<file path="src/core/dbt_params.svh">
/*
 * Offsets, field positions and reset values of the dual bus transceiver.
 * Assumes inclusion by bare name from any file of the block.
 */
`ifndef DBT_PARAMS_SVH
`define DBT_PARAMS_SVH

// ==========================================
// bus width and log
// ==========================================
`define DBT_BUS_W       8
`define DBT_LOG_DEPTH   32
`define DBT_LOG_W       9

// ==========================================
// register offsets (byte addresses)
// ==========================================
`define DBT_OFF_W       8
`define DBT_OFF_CTRL    8'h00
`define DBT_OFF_STATUS  8'h04
`define DBT_OFF_LOG     8'h08

// ==========================================
// control word
// ==========================================
`define DBT_CTRL_W      6
`define DBT_CTRL_RST    6'h04

// ==========================================
// status and log fields
// ==========================================
`define DBT_ST_ASTORE   0
`define DBT_ST_BSTORE   8
`define DBT_ST_EMPTY    16
`define DBT_ST_FULL     17
`define DBT_ST_OVF      18
`define DBT_LOG_VALID   31

`endif

</file>
<file path="src/core/dbt_pkg.sv">
/*
 * Types of the dual bus transceiver.
 * Assumes dbt_params.svh for widths.
 */
`include "dbt_params.svh"
package dbt_pkg;

	typedef enum logic {
		DBT_SIDE_A,
		DBT_SIDE_B
	} dbt_side_e;

	// field order puts the override flag in bit 0
	typedef struct packed {
		logic log_en;
		logic a_side_source_select;
		logic b_side_source_select;
		logic b_to_a_drive_enable_n;
		logic a_to_b_drive_enable;
		logic ovr;
	} dbt_ctrl_s;

	typedef struct packed {
		dbt_side_e                side;
		logic [`DBT_BUS_W-1:0]    data;
	} dbt_log_s;

endpackage : dbt_pkg

</file>
<file path="src/core/dbt_store.sv">
/*
 * One storage register with its capture-edge detector.
 * Assumes the capture clock is a level synchronous to i_clk.
 */
`timescale 1ns/1ps
`include "dbt_params.svh"
module dbt_store (
	input  wire logic                  i_clk,
	input  wire logic                  i_rst,
	input  wire logic                  i_cap_clk,
	input  wire logic [`DBT_BUS_W-1:0] i_data,
	output logic      [`DBT_BUS_W-1:0] o_q,
	output logic                       o_cap
);
	logic                  prev_r;
	logic [`DBT_BUS_W-1:0] q_r;

	assign o_cap = i_cap_clk & ~prev_r;
	assign o_q   = q_r;

	always_ff @(posedge i_clk) begin
		if (i_rst) begin
			prev_r <= 1'b0;
		end else begin
			prev_r <= i_cap_clk;
		end
	end

	// no reset: content is undefined until the first capture
	always_ff @(posedge i_clk) begin
		if (o_cap) begin
			q_r <= i_data;
		end
	end
endmodule : dbt_store

</file>
<file path="src/core/dbt_fifo.sv">
/*
 * Synchronous FIFO with valid/ready on both sides.
 * Assumes one clock and synchronous active-high reset.
 */
`timescale 1ns/1ps
module dbt_fifo #(
	parameter int W = 9,
	parameter int D = 32
) (
	input  wire logic         i_clk,
	input  wire logic         i_rst,
	input  wire logic         i_in_valid,
	output logic              o_in_ready,
	input  wire logic [W-1:0] i_in_data,
	output logic              o_out_valid,
	input  wire logic         i_out_ready,
	output logic      [W-1:0] o_out_data
);
	localparam int AW = $clog2(D);

	logic [W-1:0] mem [D];
	logic [AW:0]  wr_r;
	logic [AW:0]  rd_r;
	logic         push;
	logic         pop;

	assign o_out_valid = (wr_r != rd_r);
	assign o_in_ready  = (wr_r[AW-1:0] != rd_r[AW-1:0]) || (wr_r[AW] == rd_r[AW]);
	assign push        = i_in_valid & o_in_ready;
	assign pop         = o_out_valid & i_out_ready;
	assign o_out_data  = mem[rd_r[AW-1:0]];

	always_ff @(posedge i_clk) begin
		if (push) begin
			mem[wr_r[AW-1:0]] <= i_in_data;
		end
	end

	always_ff @(posedge i_clk) begin
		if (i_rst) begin
			wr_r <= '0;
			rd_r <= '0;
		end else begin
			wr_r <= wr_r + (AW+1)'(push);
			rd_r <= rd_r + (AW+1)'(pop);
		end
	end
endmodule : dbt_fifo

</file>
<file path="src/core/dbt_transceiver.sv">
/*
 * Dual bus transceiver with one storage register per direction, a capture
 * log FIFO and an AHB-Lite register slave.
 * Assumes all pin inputs synchronous to i_clk; the bench resolves each
 * bus wire from the output enables. Capture clocks are sampled levels.
 */
// Summary of operation
// RL1 - each rising capture clock edge loads its bus into its storage register.
// RL2 - capture is never gated by selects or drive enables, even when isolated.
// RL3 - a low source select passes live data, a high one passes stored data.
// RL4 - a-to-b enable high with b select low drives b from live a.
// RL5 - a-to-b enable high with b select high drives b from the a register.
// RL6 - b-to-a enable low with a select low drives a from live b.
// RL7 - b-to-a enable low with a select high drives a from the b register.
// RL8 - both enables active and both selects high drive both buses from the opposite registers.
// RL9 - a-to-b enable low and b-to-a enable high leave both buses undriven.
// RL10 - with only a-to-b driving, both clocks load the a value into both registers.
// RL11 - with only b-to-a driving, both clocks load the b value into both registers.
// RL12 - live selects with both enables active make each output echo its input as a hold loop.
// RL13 - in that loop each bus takes the other bus's value of the cycle before once all other sources float.
// RL14 - with select low the far side may raise both capture clocks together.
// RL15 - with select high the far side staggers the two capture clocks.
// RL16 - the storage registers have no reset and are undefined until first captured.
// RL17 - the far side enables a direction only when nothing else drives that bus.
`timescale 1ns/1ps
`include "dbt_params.svh"
module dbt_transceiver #(
	parameter int LOG_DEPTH = `DBT_LOG_DEPTH
) (
	input  wire logic                  i_clk,
	input  wire logic                  i_rst,
	// a bus pins
	input  wire logic [`DBT_BUS_W-1:0] i_a_bus_lines,
	output logic      [`DBT_BUS_W-1:0] o_a_bus_lines,
	output logic                       o_a_bus_lines_oe,
	// b bus pins
	input  wire logic [`DBT_BUS_W-1:0] i_b_bus_lines,
	output logic      [`DBT_BUS_W-1:0] o_b_bus_lines,
	output logic                       o_b_bus_lines_oe,
	// control pins
	input  wire logic                  i_a_to_b_drive_enable,
	input  wire logic                  i_b_to_a_drive_enable_n,
	input  wire logic                  i_a_capture_clock,
	input  wire logic                  i_b_capture_clock,
	input  wire logic                  i_b_side_source_select,
	input  wire logic                  i_a_side_source_select,
	output logic                       o_log_ready,
	// ahb-lite slave
	input  wire logic                  i_hsel,
	input  wire logic [31:0]           i_haddr,
	input  wire logic [1:0]            i_htrans,
	input  wire logic                  i_hwrite,
	input  wire logic [2:0]            i_hsize,
	input  wire logic [31:0]           i_hwdata,
	input  wire logic                  i_hready,
	output logic                       o_hreadyout,
	output logic [31:0]                o_hrdata,
	output logic                       o_hresp
);

	// ==========================================
	// declarations
	// ==========================================
	dbt_pkg::dbt_ctrl_s    ctrl_r;
	dbt_pkg::dbt_ctrl_s    ctl;
	dbt_pkg::dbt_ctrl_s    ctrl_view;
	dbt_pkg::dbt_log_s     log_in;
	dbt_pkg::dbt_log_s     log_out;
	logic [`DBT_BUS_W-1:0] a_q;
	logic [`DBT_BUS_W-1:0] b_q;
	logic                  a_cap;
	logic                  b_cap;
	logic [`DBT_BUS_W-1:0] a_out_r;
	logic [`DBT_BUS_W-1:0] b_out_r;
	logic [`DBT_BUS_W-1:0] a_out_nxt;
	logic [`DBT_BUS_W-1:0] b_out_nxt;
	logic                  a_oe_r;
	logic                  b_oe_r;
	logic                  b_wait_r;
	logic                  b_wait_nxt;
	logic                  ovf_r;
	logic                  ovf_nxt;
	logic                  log_ready_r;
	logic                  log_valid;
	logic                  log_in_ready;
	logic                  log_out_valid;
	logic                  log_pop;
	logic                  lose;
	logic                  acc;
	logic                  rd_acc;
	logic                  wr_acc;
	logic                  wr_pend_r;
	logic [`DBT_OFF_W-1:0] wr_addr_r;
	logic [`DBT_OFF_W-1:0] rd_addr;
	logic                  wr_ctrl;
	logic                  ovf_clr;
	logic [31:0]           rd_data;
	logic [31:0]           hrdata_r;
	logic                  hreadyout_r;
	logic                  hresp_r;

	// ==========================================
	// storage registers
	// ==========================================
	// capture samples the resolved pin level, so a bus this block drives
	// is stored as the driven value [RL10] [RL11]
	dbt_store u_a_store (
		.i_clk     (i_clk),
		.i_rst     (i_rst),
		.i_cap_clk (i_a_capture_clock),
		.i_data    (i_a_bus_lines),
		.o_q       (a_q),
		.o_cap     (a_cap)
	); // [RL1] [RL2] [RL16]

	dbt_store u_b_store (
		.i_clk     (i_clk),
		.i_rst     (i_rst),
		.i_cap_clk (i_b_capture_clock),
		.i_data    (i_b_bus_lines),
		.o_q       (b_q),
		.o_cap     (b_cap)
	); // [RL1] [RL2] [RL16]

	// ==========================================
	// control source and data paths
	// ==========================================
	// software may take the pins over for bring-up; the pins rule by default
	assign ctl = ctrl_r.ovr ? ctrl_r : dbt_pkg::dbt_ctrl_s'({
		ctrl_r.log_en,
		i_a_side_source_select,
		i_b_side_source_select,
		i_b_to_a_drive_enable_n,
		i_a_to_b_drive_enable,
		1'b0});

	// live data feeds straight back when both directions drive, which is
	// the hold loop; each bus takes the other's level of the cycle before once all other sources float [RL12] [RL13]
	assign b_out_nxt = ctl.b_side_source_select ? a_q : i_a_bus_lines; // [RL3] [RL4] [RL5]
	assign a_out_nxt = ctl.a_side_source_select ? b_q : i_b_bus_lines; // [RL3] [RL6] [RL7]

	always_ff @(posedge i_clk) begin
		if (i_rst) begin
			a_out_r <= '0;
			b_out_r <= '0;
			a_oe_r  <= 1'b0;
			b_oe_r  <= 1'b0;
		end else begin
			a_out_r <= a_out_nxt;
			b_out_r <= b_out_nxt;
			a_oe_r  <= ~ctl.b_to_a_drive_enable_n; // [RL6] [RL8] [RL9]
			b_oe_r  <= ctl.a_to_b_drive_enable;    // [RL4] [RL8] [RL9]
		end
	end

	assign o_a_bus_lines    = a_out_r;
	assign o_b_bus_lines    = b_out_r;
	assign o_a_bus_lines_oe = a_oe_r;
	assign o_b_bus_lines_oe = b_oe_r;

	// ==========================================
	// capture log
	// ==========================================
	// one push per cycle: a wins a tie and b waits one cycle; a b capture
	// that arrives with an a capture while one still waits overwrites it and counts as lost
	assign log_valid   = ctl.log_en & (a_cap | b_cap | b_wait_r);
	assign log_in.side = a_cap ? dbt_pkg::DBT_SIDE_A : dbt_pkg::DBT_SIDE_B;
	assign log_in.data = a_cap ? i_a_bus_lines : (b_cap ? i_b_bus_lines : b_q);
	assign b_wait_nxt  = ctl.log_en & a_cap & (b_cap | b_wait_r);
	assign lose        = (a_cap & b_cap & b_wait_r & ctl.log_en) | (log_valid & ~log_in_ready);

	// a full log never stalls capture; it only drops the entry
	dbt_fifo #(
		.W (`DBT_LOG_W),
		.D (LOG_DEPTH)
	) u_log (
		.i_clk       (i_clk),
		.i_rst       (i_rst),
		.i_in_valid  (log_valid),
		.o_in_ready  (log_in_ready),
		.i_in_data   (log_in),
		.o_out_valid (log_out_valid),
		.i_out_ready (log_pop),
		.o_out_data  (log_out)
	);

	// set wins over a clear in the same cycle
	assign ovf_nxt = lose | (ovf_r & ~ovf_clr);

	always_ff @(posedge i_clk) begin
		if (i_rst) begin
			b_wait_r    <= 1'b0;
			ovf_r       <= 1'b0;
			log_ready_r <= 1'b0;
		end else begin
			b_wait_r    <= b_wait_nxt;
			ovf_r       <= ovf_nxt;
			log_ready_r <= log_in_ready;
		end
	end

	assign o_log_ready = log_ready_r;

	// ==========================================
	// ahb-lite slave
	// ==========================================
	// zero wait states; only the low offset byte is decoded, so the map aliases
	assign acc     = i_hsel & i_htrans[1] & i_hready;
	assign rd_acc  = acc & ~i_hwrite;
	assign wr_acc  = acc & i_hwrite;
	assign rd_addr = i_haddr[`DBT_OFF_W-1:0];
	assign wr_ctrl = wr_pend_r & (wr_addr_r == `DBT_OFF_CTRL);
	assign ovf_clr = wr_pend_r & (wr_addr_r == `DBT_OFF_STATUS) & i_hwdata[`DBT_ST_OVF];
	assign log_pop = rd_acc & (rd_addr == `DBT_OFF_LOG) & log_out_valid;

	// a read right behind a control write sees the new value
	assign ctrl_view = wr_ctrl ? dbt_pkg::dbt_ctrl_s'(i_hwdata[`DBT_CTRL_W-1:0]) : ctrl_r;

	always_comb begin
		rd_data = 32'h0000_0000;
		if (rd_addr == `DBT_OFF_CTRL) begin
			rd_data[`DBT_CTRL_W-1:0] = ctrl_view;
		end else if (rd_addr == `DBT_OFF_STATUS) begin
			rd_data[`DBT_ST_ASTORE +: `DBT_BUS_W] = a_q;
			rd_data[`DBT_ST_BSTORE +: `DBT_BUS_W] = b_q;
			rd_data[`DBT_ST_EMPTY]                = ~log_out_valid;
			rd_data[`DBT_ST_FULL]                 = ~log_in_ready;
			rd_data[`DBT_ST_OVF]                  = ovf_r;
		end else if (rd_addr == `DBT_OFF_LOG) begin
			rd_data[`DBT_LOG_W-1:0]   = log_out_valid ? log_out : '0;
			rd_data[`DBT_LOG_VALID]   = log_out_valid;
		end
	end

	always_ff @(posedge i_clk) begin
		if (i_rst) begin
			ctrl_r <= dbt_pkg::dbt_ctrl_s'(`DBT_CTRL_RST);
		end else if (wr_ctrl) begin
			ctrl_r <= dbt_pkg::dbt_ctrl_s'(i_hwdata[`DBT_CTRL_W-1:0]);
		end
	end

	always_ff @(posedge i_clk) begin
		if (i_rst) begin
			wr_pend_r <= 1'b0;
			wr_addr_r <= '0;
		end else begin
			wr_pend_r <= wr_acc;
			wr_addr_r <= rd_addr;
		end
	end

	always_ff @(posedge i_clk) begin
		if (i_rst) begin
			hrdata_r    <= 32'h0000_0000;
			hreadyout_r <= 1'b0;
			hresp_r     <= 1'b0;
		end else begin
			hreadyout_r <= 1'b1;
			hresp_r     <= 1'b0;
			if (rd_acc) begin
				hrdata_r <= rd_data;
			end
		end
	end

	assign o_hrdata    = hrdata_r;
	assign o_hreadyout = hreadyout_r;
	assign o_hresp     = hresp_r;
endmodule : dbt_transceiver

</file>
<file path="config.mk">
export PLATFORM = sky130hd
export DESIGN_NAME = dbt_transceiver
export DESIGN_NICKNAME = d
export VERILOG_FILES = /design/src/core/dbt_pkg.sv /design/src/core/dbt_store.sv /design/src/core/dbt_fifo.sv /design/src/core/dbt_transceiver.sv
export VERILOG_INCLUDE_DIRS = /design/src /design/src/core
export SDC_FILE = /design/constraint.sdc
export NUM_CORES = 1
export LEC_CHECK = 0
export BUFFER_PORTS_ARGS = -buffer_cell sky130_fd_sc_hd__buf_2
export CAP_MARGIN = 10
export CORE_ASPECT_RATIO = 2
export CORE_MARGIN = 2
export CORE_UTILIZATION = 50
export CTS_BUF_LIST = sky130_fd_sc_hd__clkbuf_8
export CTS_CLUSTER_SIZE = 30
export DETAILED_ROUTE_END_ITERATION = 8
export GPL_TIMING_DRIVEN = 1
export PLACE_DENSITY = 0.68
export SYNTH_ARGS = -nofsm -noshare
export SYNTH_HDL_FRONTEND = slang
export SYNTH_HIERARCHICAL = 1
export SYNTH_SLANG_ARGS = --single-unit
</file>
<file path="constraint.sdc">
create_clock -name i_clk -period 7 [get_ports i_clk]
set_clock_uncertainty 0.05 [all_clocks]
set_input_delay 2.1 -clock i_clk [delete_from_list [all_inputs] [get_ports i_clk]]
set_output_delay 2.1 -clock i_clk [all_outputs]
set_load 0.03 [all_outputs]
</file>
# Word-level counts from Yosys, hierarchy flattened
# Memories as Yosys holds them, arrays and structs flattened. A register that Yosys moved wholly into a read port is not among the register bits.
# Cells that the tools add are included.
[totals] in_bits=96 mem_count=1 elab_cells=88 reg_bits=87 output_inout_bits=53 mem_bits_rw=288
[op_classes] n_addsub=2 bitwise=33 eq_ne=6 reduce_logical=3 muxes=20
[memory_table] name="u_log.mem" words=32 word_bits=9 read_ports=1 rd_clocked_by_memory_dff=1 wr=1 line_no="dbt_fifo.sv:21" source="logic [W-1:0] mem [D];"
[ops] cell="8-bit two-way mux" n=4
[ops] cell="9-bit two-way mux" n=3
[ops] cell="1-bit AND" n=21
[ops] cell="8-bit by 3-bit == test with 1-bit output, second input constant" n=2
[ops] cell="8-bit logical NOT" n=2
[ops] cell="13-bit two-way mux" n=1
[ops] cell="6-bit by 1-bit adder with 6-bit output" n=2
[ops] cell="6-bit two-way mux" n=2
[ops] cell="10-bit two-way mux" n=1
[ops] cell="5-bit two-way mux" n=2
[ops] cell="8-bit by 4-bit == test with 1-bit output, second input constant" n=1
[ops] cell="1-bit two-way mux" n=7
[ops] cell="1-bit NOT" n=7
[ops] cell="6-bit inequality test" n=1
[ops] cell="5-bit inequality test" n=1
[ops] cell="1-bit bitwise OR" n=5
[ops] cell="1-bit == test" n=1
[ops] cell="1-bit logical OR" n=1

# Longest topological paths before layout
[logic_depth] depth_word=8 ltp_mapped=13 ltp_nobuf=11

# Cells and area by module
# The synthesis kept the hierarchy.
[modules_own_cells] mod="dbt_fifo" n_inst=1 area_each_um2=11853.9 cells_per_inst=603 seq_area_each_um2=8888.5
[modules_own_cells] mod="dbt_transceiver" n_inst=1 area_each_um2=2374.8 cells_per_inst=248 seq_area_each_um2=1141.1
[modules_own_cells] mod="dbt_store" n_inst=2 area_each_um2=287.8 cells_per_inst=11 seq_area_each_um2=260.2

# Worst setup path before layout
# Ideal clock, no wire load.
[synth_timing] path_type="input -> register" from="input port i_b_capture_clock" to="memory u_log.mem[16][0], enable pin" n_path_buf=1 stages=6 arrival_ns=4.335 path_slack_ns=2.216 setup_time_ns=0.399 required_ns=6.551 cell_sequence="nor2b_4 -> clkbuf_1 -> o31a_1 -> nor2b_1 -> nand2_1 -> nor4_1"
[synth_between] elab_chain_len=7
[synth_rtl] element="start, declared" line_no="dbt_transceiver.sv:44" source="input wire logic i_b_capture_clock,"
[synth_rtl] element="1-bit AND" line_no="dbt_store.sv:18" source="assign o_cap = i_cap_clk & ~prev_r;"
[synth_rtl] element="1-bit bitwise OR (2 in a row)" line_no="dbt_transceiver.sv:166" source="assign log_valid = ctl.log_en & (a_cap | b_cap | b_wait_r);"
[synth_rtl] element="1-bit AND" line_no="dbt_transceiver.sv:166"
[synth_rtl] element="named net log_valid" line_no="dbt_transceiver.sv:84" source="logic log_valid;"
[synth_rtl] element="1-bit AND" line_no="dbt_fifo.sv:29" source="assign push = i_in_valid & o_in_ready;"
[synth_rtl] element="1-bit two-way mux" line_no="dbt_fifo.sv:34" source="if (push) begin"
[synth_rtl] element="1-bit two-way mux (implied by the code)" line_no="dbt_fifo.sv:35" source="mem[wr_r[AW-1:0]] <= i_in_data;"
[synth_rtl] element="end, declared" line_no="dbt_fifo.sv:21"
# The timed path passes the listed nets, and every way through them passes these cells.

# Final worst setup path
[layout_timing] from="input port i_a_capture_clock" to="memory u_log.mem[8][1], enable pin"
[layout_between] elab_chain_len=7
[layout_rtl] element="start, declared" line_no="dbt_transceiver.sv:43" source="input wire logic i_a_capture_clock,"
[layout_rtl] element="1-bit AND" line_no="dbt_store.sv:18"
[layout_rtl] element="named net a_cap" line_no="dbt_transceiver.sv:71" source="logic a_cap;"
[layout_rtl] element="1-bit bitwise OR (2 in a row)" line_no="dbt_transceiver.sv:166"
[layout_rtl] element="1-bit AND" line_no="dbt_transceiver.sv:166"
[layout_rtl] element="named net log_valid" line_no="dbt_transceiver.sv:84"
[layout_rtl] element="1-bit AND" line_no="dbt_fifo.sv:29"
[layout_rtl] element="1-bit two-way mux" line_no="dbt_fifo.sv:34"
[layout_rtl] element="1-bit two-way mux (implied by the code)" line_no="dbt_fifo.sv:35"
# The timed path passes the listed nets, and every way through them passes these cells.

==> Implementation_results.wiki <==
{| class="wikitable"
! Metric !! Value
|-
| Worst supply voltage drop on vdd || 0.1931 mV
|-
| Delay-heaviest family, CP || simple AND/OR/NAND/NOR gates
|-
| Critical Path Max Stage Delay || 0.81 ns
|-
| Setup TNS || 0 ns
|-
| Number of distinct library cells after synthesis || 60
|-
| Slew at the pin with the worst max-slew slack || 1.233 ns
|-
| Vias || 8117
|-
| DRC errors left || 0
|-
| Clock period minus final worst setup slack || 4.317 ns
|-
| Leakage power || 5.564 nW
|-
| Final hold violations || 0
|-
| Net count, final || 1082
|-
| CP bufs+invs || 2
|-
| Number of enable-type register cells in the synthesized netlist || 304
|-
| Iteration count of the initial detailed-routing pass || 5
|-
| Top-Level Pins || 149
|-
| Total of fill cells in the finished design || 2268
|-
| Sequential fraction of the synthesis area || 0.7126
|-
| Post-synthesis cell count || 873
|-
| Number of register bits inferred by synthesis || 375
|-
| Final setup violation count || 0
|-
| Later-pin clock latency in the skew report || 0.59 ns
|-
| Pin count of the biggest net entering global routing || 72
|-
| Count of routing violations after the opening detailed-route iteration || 634
|-
| Via-to-Cell Ratio || 5.852
|-
| Antenna-violating nets left || 0
|-
| Share of layout cells above drive strength 1 || 0.2512
|-
| Count of input and output buffers || 82
|-
| CTS resizes || 0
|-
| Power Dens Cells || 257.2 nW/um2
|-
| Number of rows created at floorplan || 89
|-
| Critical path startpoint category || primary input
|-
| Inserted Clock Buffers || 52
|-
| Critical path class || in2reg
|-
| Weighted congestion at the end of routability-driven global placement || 0.8300
|-
| Total power of the final layout || 4.271 mW
|-
| Final Slew Violations || 0
|-
| Antenna violations before repair || 0
|-
| Layout-stage area growth over the synthesis result || 12.19%
|-
| Half-perimeter wire length after detailed placement || 20.13 mm
|-
| Post-Synthesis Mean Instance Area || 16.96 um2
|-
| Required time of the critical path || 7.15 ns
|-
| CTS tree || done
|-
| Initial core utilization || 0.5055
|-
| Hold_buf cts || 0
|-
| Root Buffer || clkbuf_8
|-
| Horizontal extent of the die || 125.7 um
|-
| Via count of the first global-routing pass || 8108
|-
| # diodes || 0
|-
| Slowest library cell on the worst path || nor2_1
|-
| Post-CTS Setup Repair Bufs || 0
|-
| Run status || completed
|-
| Endpoint arrival time on the critical path || 4.47 ns
|-
| GRT Util Overall || 0.2019
|-
| Routed wire length per instance || 22.74 um
|-
| Global-route wire length before repair || 47.52 mm
|-
| Portion of the clock cycle consumed by the worst path in the final layout || 0.6168
|-
| Floorplan core area || 29290 um2
|-
| Most used flip-flop cell after synthesis || edfxtp_1
|-
| Post-detailed-routing wire length || 31.55 mm
|-
| Buffer levels on the longest clock path || 3
|-
| Placed inst area || 15560 um2
|-
| Combined area of all synthesized cells || 14800 um2
|-
| Finished Cell Area || 16610 um2
|-
| H-Tree Level Count || 2
|-
| Number of max-capacitance violations reported || 0
|-
| Endpoint type of the worst setup path || flip-flop
|-
| Post-layout utilization of the core || 0.5671
|-
| Worst-path clk slew || 0.07 ns
|-
| Maximum clock frequency || 231.6 MHz
|-
| Vertical extent of the die || 247.3 um
|-
| Number of warnings printed during yosys synthesis || 6
|-
| Die Area || 31080 um2
|-
| RSZ-0062 raised after global routing || no
|-
| Relative slew margins || 0.1544
|-
| Grt total ovfl || 0
|-
| Path class of the lowest-slack min-delay path || reg2reg
|-
| Clock Sink Count || 375
|-
| Highest fanout seen on the critical path || 29
|-
| Synth async-reset ratio || 0
|-
| CP cell instances || buf_2 -> nor2b_4 -> buf_4 -> o31a_1 -> nor2b_1 -> nand2_1 -> nor2_1
|}
## worst reg2reg max path: stages (launching register included)
cell,delay [ns]
dfxtp_4,0.89
buf_4,0.58
mux4_2,0.58
a22o_1,0.23
a2111oi_1,0.65
a21oi_1,0.13
a32o_1,0.31
a22oi_1,0.18
o22ai_1,0.10
## synth_stat cells, types with 8 or more instances
| master | number | area (um2) |
|---|---|---|
| a22oi_1 | 27 | 202.7 |
| o221ai_1 | 9 | 78.83 |
| o22ai_1 | 15 | 93.84 |
| buf_2 | 9 | 45.04 |
| inv_1 | 8 | 30.03 |
| clkbuf_1 | 24 | 90.09 |
| nand2_1 | 25 | 93.84 |
| edfxtp_1 | 304 | 9129 |
| buf_4 | 18 | 135.1 |
| nor2b_1 | 22 | 137.6 |
| mux2i_1 | 70 | 700.7 |
| a22o_1 | 9 | 78.83 |
| mux4_2 | 48 | 1081 |
| a21oi_1 | 22 | 110.1 |
| nand3_1 | 14 | 70.07 |
| o21ai_0 | 9 | 45.04 |
| xor2_1 | 8 | 70.07 |
| nor2_1 | 73 | 274.0 |
| dfxtp_1 | 71 | 1421 |
## registers in the layout, indices dropped and copies added (netlist names), 6 cells and up
| name | count |
|---|---|
| u_log/rd_r | 6 |
| o_a_bus_lines | 8 |
| o_hrdata | 20 |
| ctrl_r | 6 |
| u_log/wr_r | 6 |
| u_log/mem | 288 |
| o_b_bus_lines | 8 |
| wr_addr_r | 8 |
| u_a_store/o_q | 8 |
| u_b_store/o_q | 8 |
## cell type report
cell class / count / area, um2 / area share
Sequential cell: 375 / 10560 / 0.6355
Multi-Input combinational cell: 438 / 3929 / 0.2366
Clock buffer: 58 / 798.3 / 0.04806
Inverter: 8 / 30.03 / 0.001808
Tap cell: 364 / 455.4 / 0.02742
Clock inverter: 37 / 235.2 / 0.01416
Timing Repair Buffer: 107 / 605.6 / 0.03646
## stage by stage
| step | hold slack [ns] | std cells | setup slack (ns) |
|---|---|---|---|
| finish | 0.3854 | 1387 | 2.683 |
| CTS | 0.3920 | 1386 | 2.700 |
| detailed placement | 0.3830 | 1291 | 2.090 |
| floorplan | 0.3620 | 885 | 2.216 |
| global placement | 0.3737 | 1291 | 2.142 |
| global route | 0.4071 | 1387 | 2.549 |
## power breakdown
part	switching [mW]	total, mW	internal [mW]
Clock	0.786	1.66	0.871
Sequential	0.00669	2.46	2.45
Combinational	0.119	0.158	0.0394
## cells in the final DEF (no fill, tap or decap), types with 3 or more instances in the layout
master,netlist,layout
edfxtp_1,304,304
buf_2,9,82
nor2_1,73,72
mux2i_1,70,70
dfxtp_1,71,69
clkbuf_8,0,58
mux4_2,48,48
a22oi_1,27,27
nand2_1,25,25
buf_4,18,24
a21oi_1,22,22
nor2b_1,22,20
inv_1,8,18
o22ai_1,15,15
nand3_1,14,14
clkinv_1,0,14
conb_1,1,13
a22o_1,9,9
o221ai_1,9,9
o21ai_2,0,8
clkinv_2,0,8
xor2_1,8,8
a32o_1,6,6
mux4_1,5,5
a2111oi_1,5,5
nor3_1,5,5
xnor2_1,5,5
nor4_1,4,4
nor2b_4,4,4
ha_1,4,4
nand3b_1,3,3
bufinv_16,0,3
a2111oi_2,3,3
## kinds of logic (layout without fill, tap and decap cells)
family	after synthesis	count (layout)	share of synthesized area
AO/OA/AOI/OAI	117	117	0.06035
XOR/XNOR	13	13	0.007691
adder cells (fa/ha/maj)	4	4	0.003381
buffers and inverters	72	210	0.02797
flip-flops	375	375	0.7126
multiplexers	124	124	0.1300
other	1	13	0.0002533
AND/OR/NAND/NOR	167	167	0.05772
## routing by layer
layer  share of wire  global-route usage  wire (um)
met1            0.40              0.2675      12630
met2            0.52              0.3434      16450
met4           0.022             0.06242        682
met5               0                   0          0
met3           0.057             0.03514       1791
## final timing paths
path | cells after the start | slack (ns) | startpoint | end
setup / recovery | 7 | 2.68 | i_a_capture_clock | u_log/mem[8][1]$_DFFE_PP_
hold / removal | 1 | 0.39 | ctrl_r[2]$_SDFF_PP1_ | o_a_bus_lines_oe$_SDFF_PP0_
setup reg to reg | 8 | 3.14 | u_log/rd_r[0]$_SDFF_PP0_ | o_hrdata[3]$_SDFFE_PP0P_
hold reg to reg | 1 | 0.39 | ctrl_r[2]$_SDFF_PP1_ | o_a_bus_lines_oe$_SDFF_PP0_
Note: power is estimated with default switching activity, not from simulation.
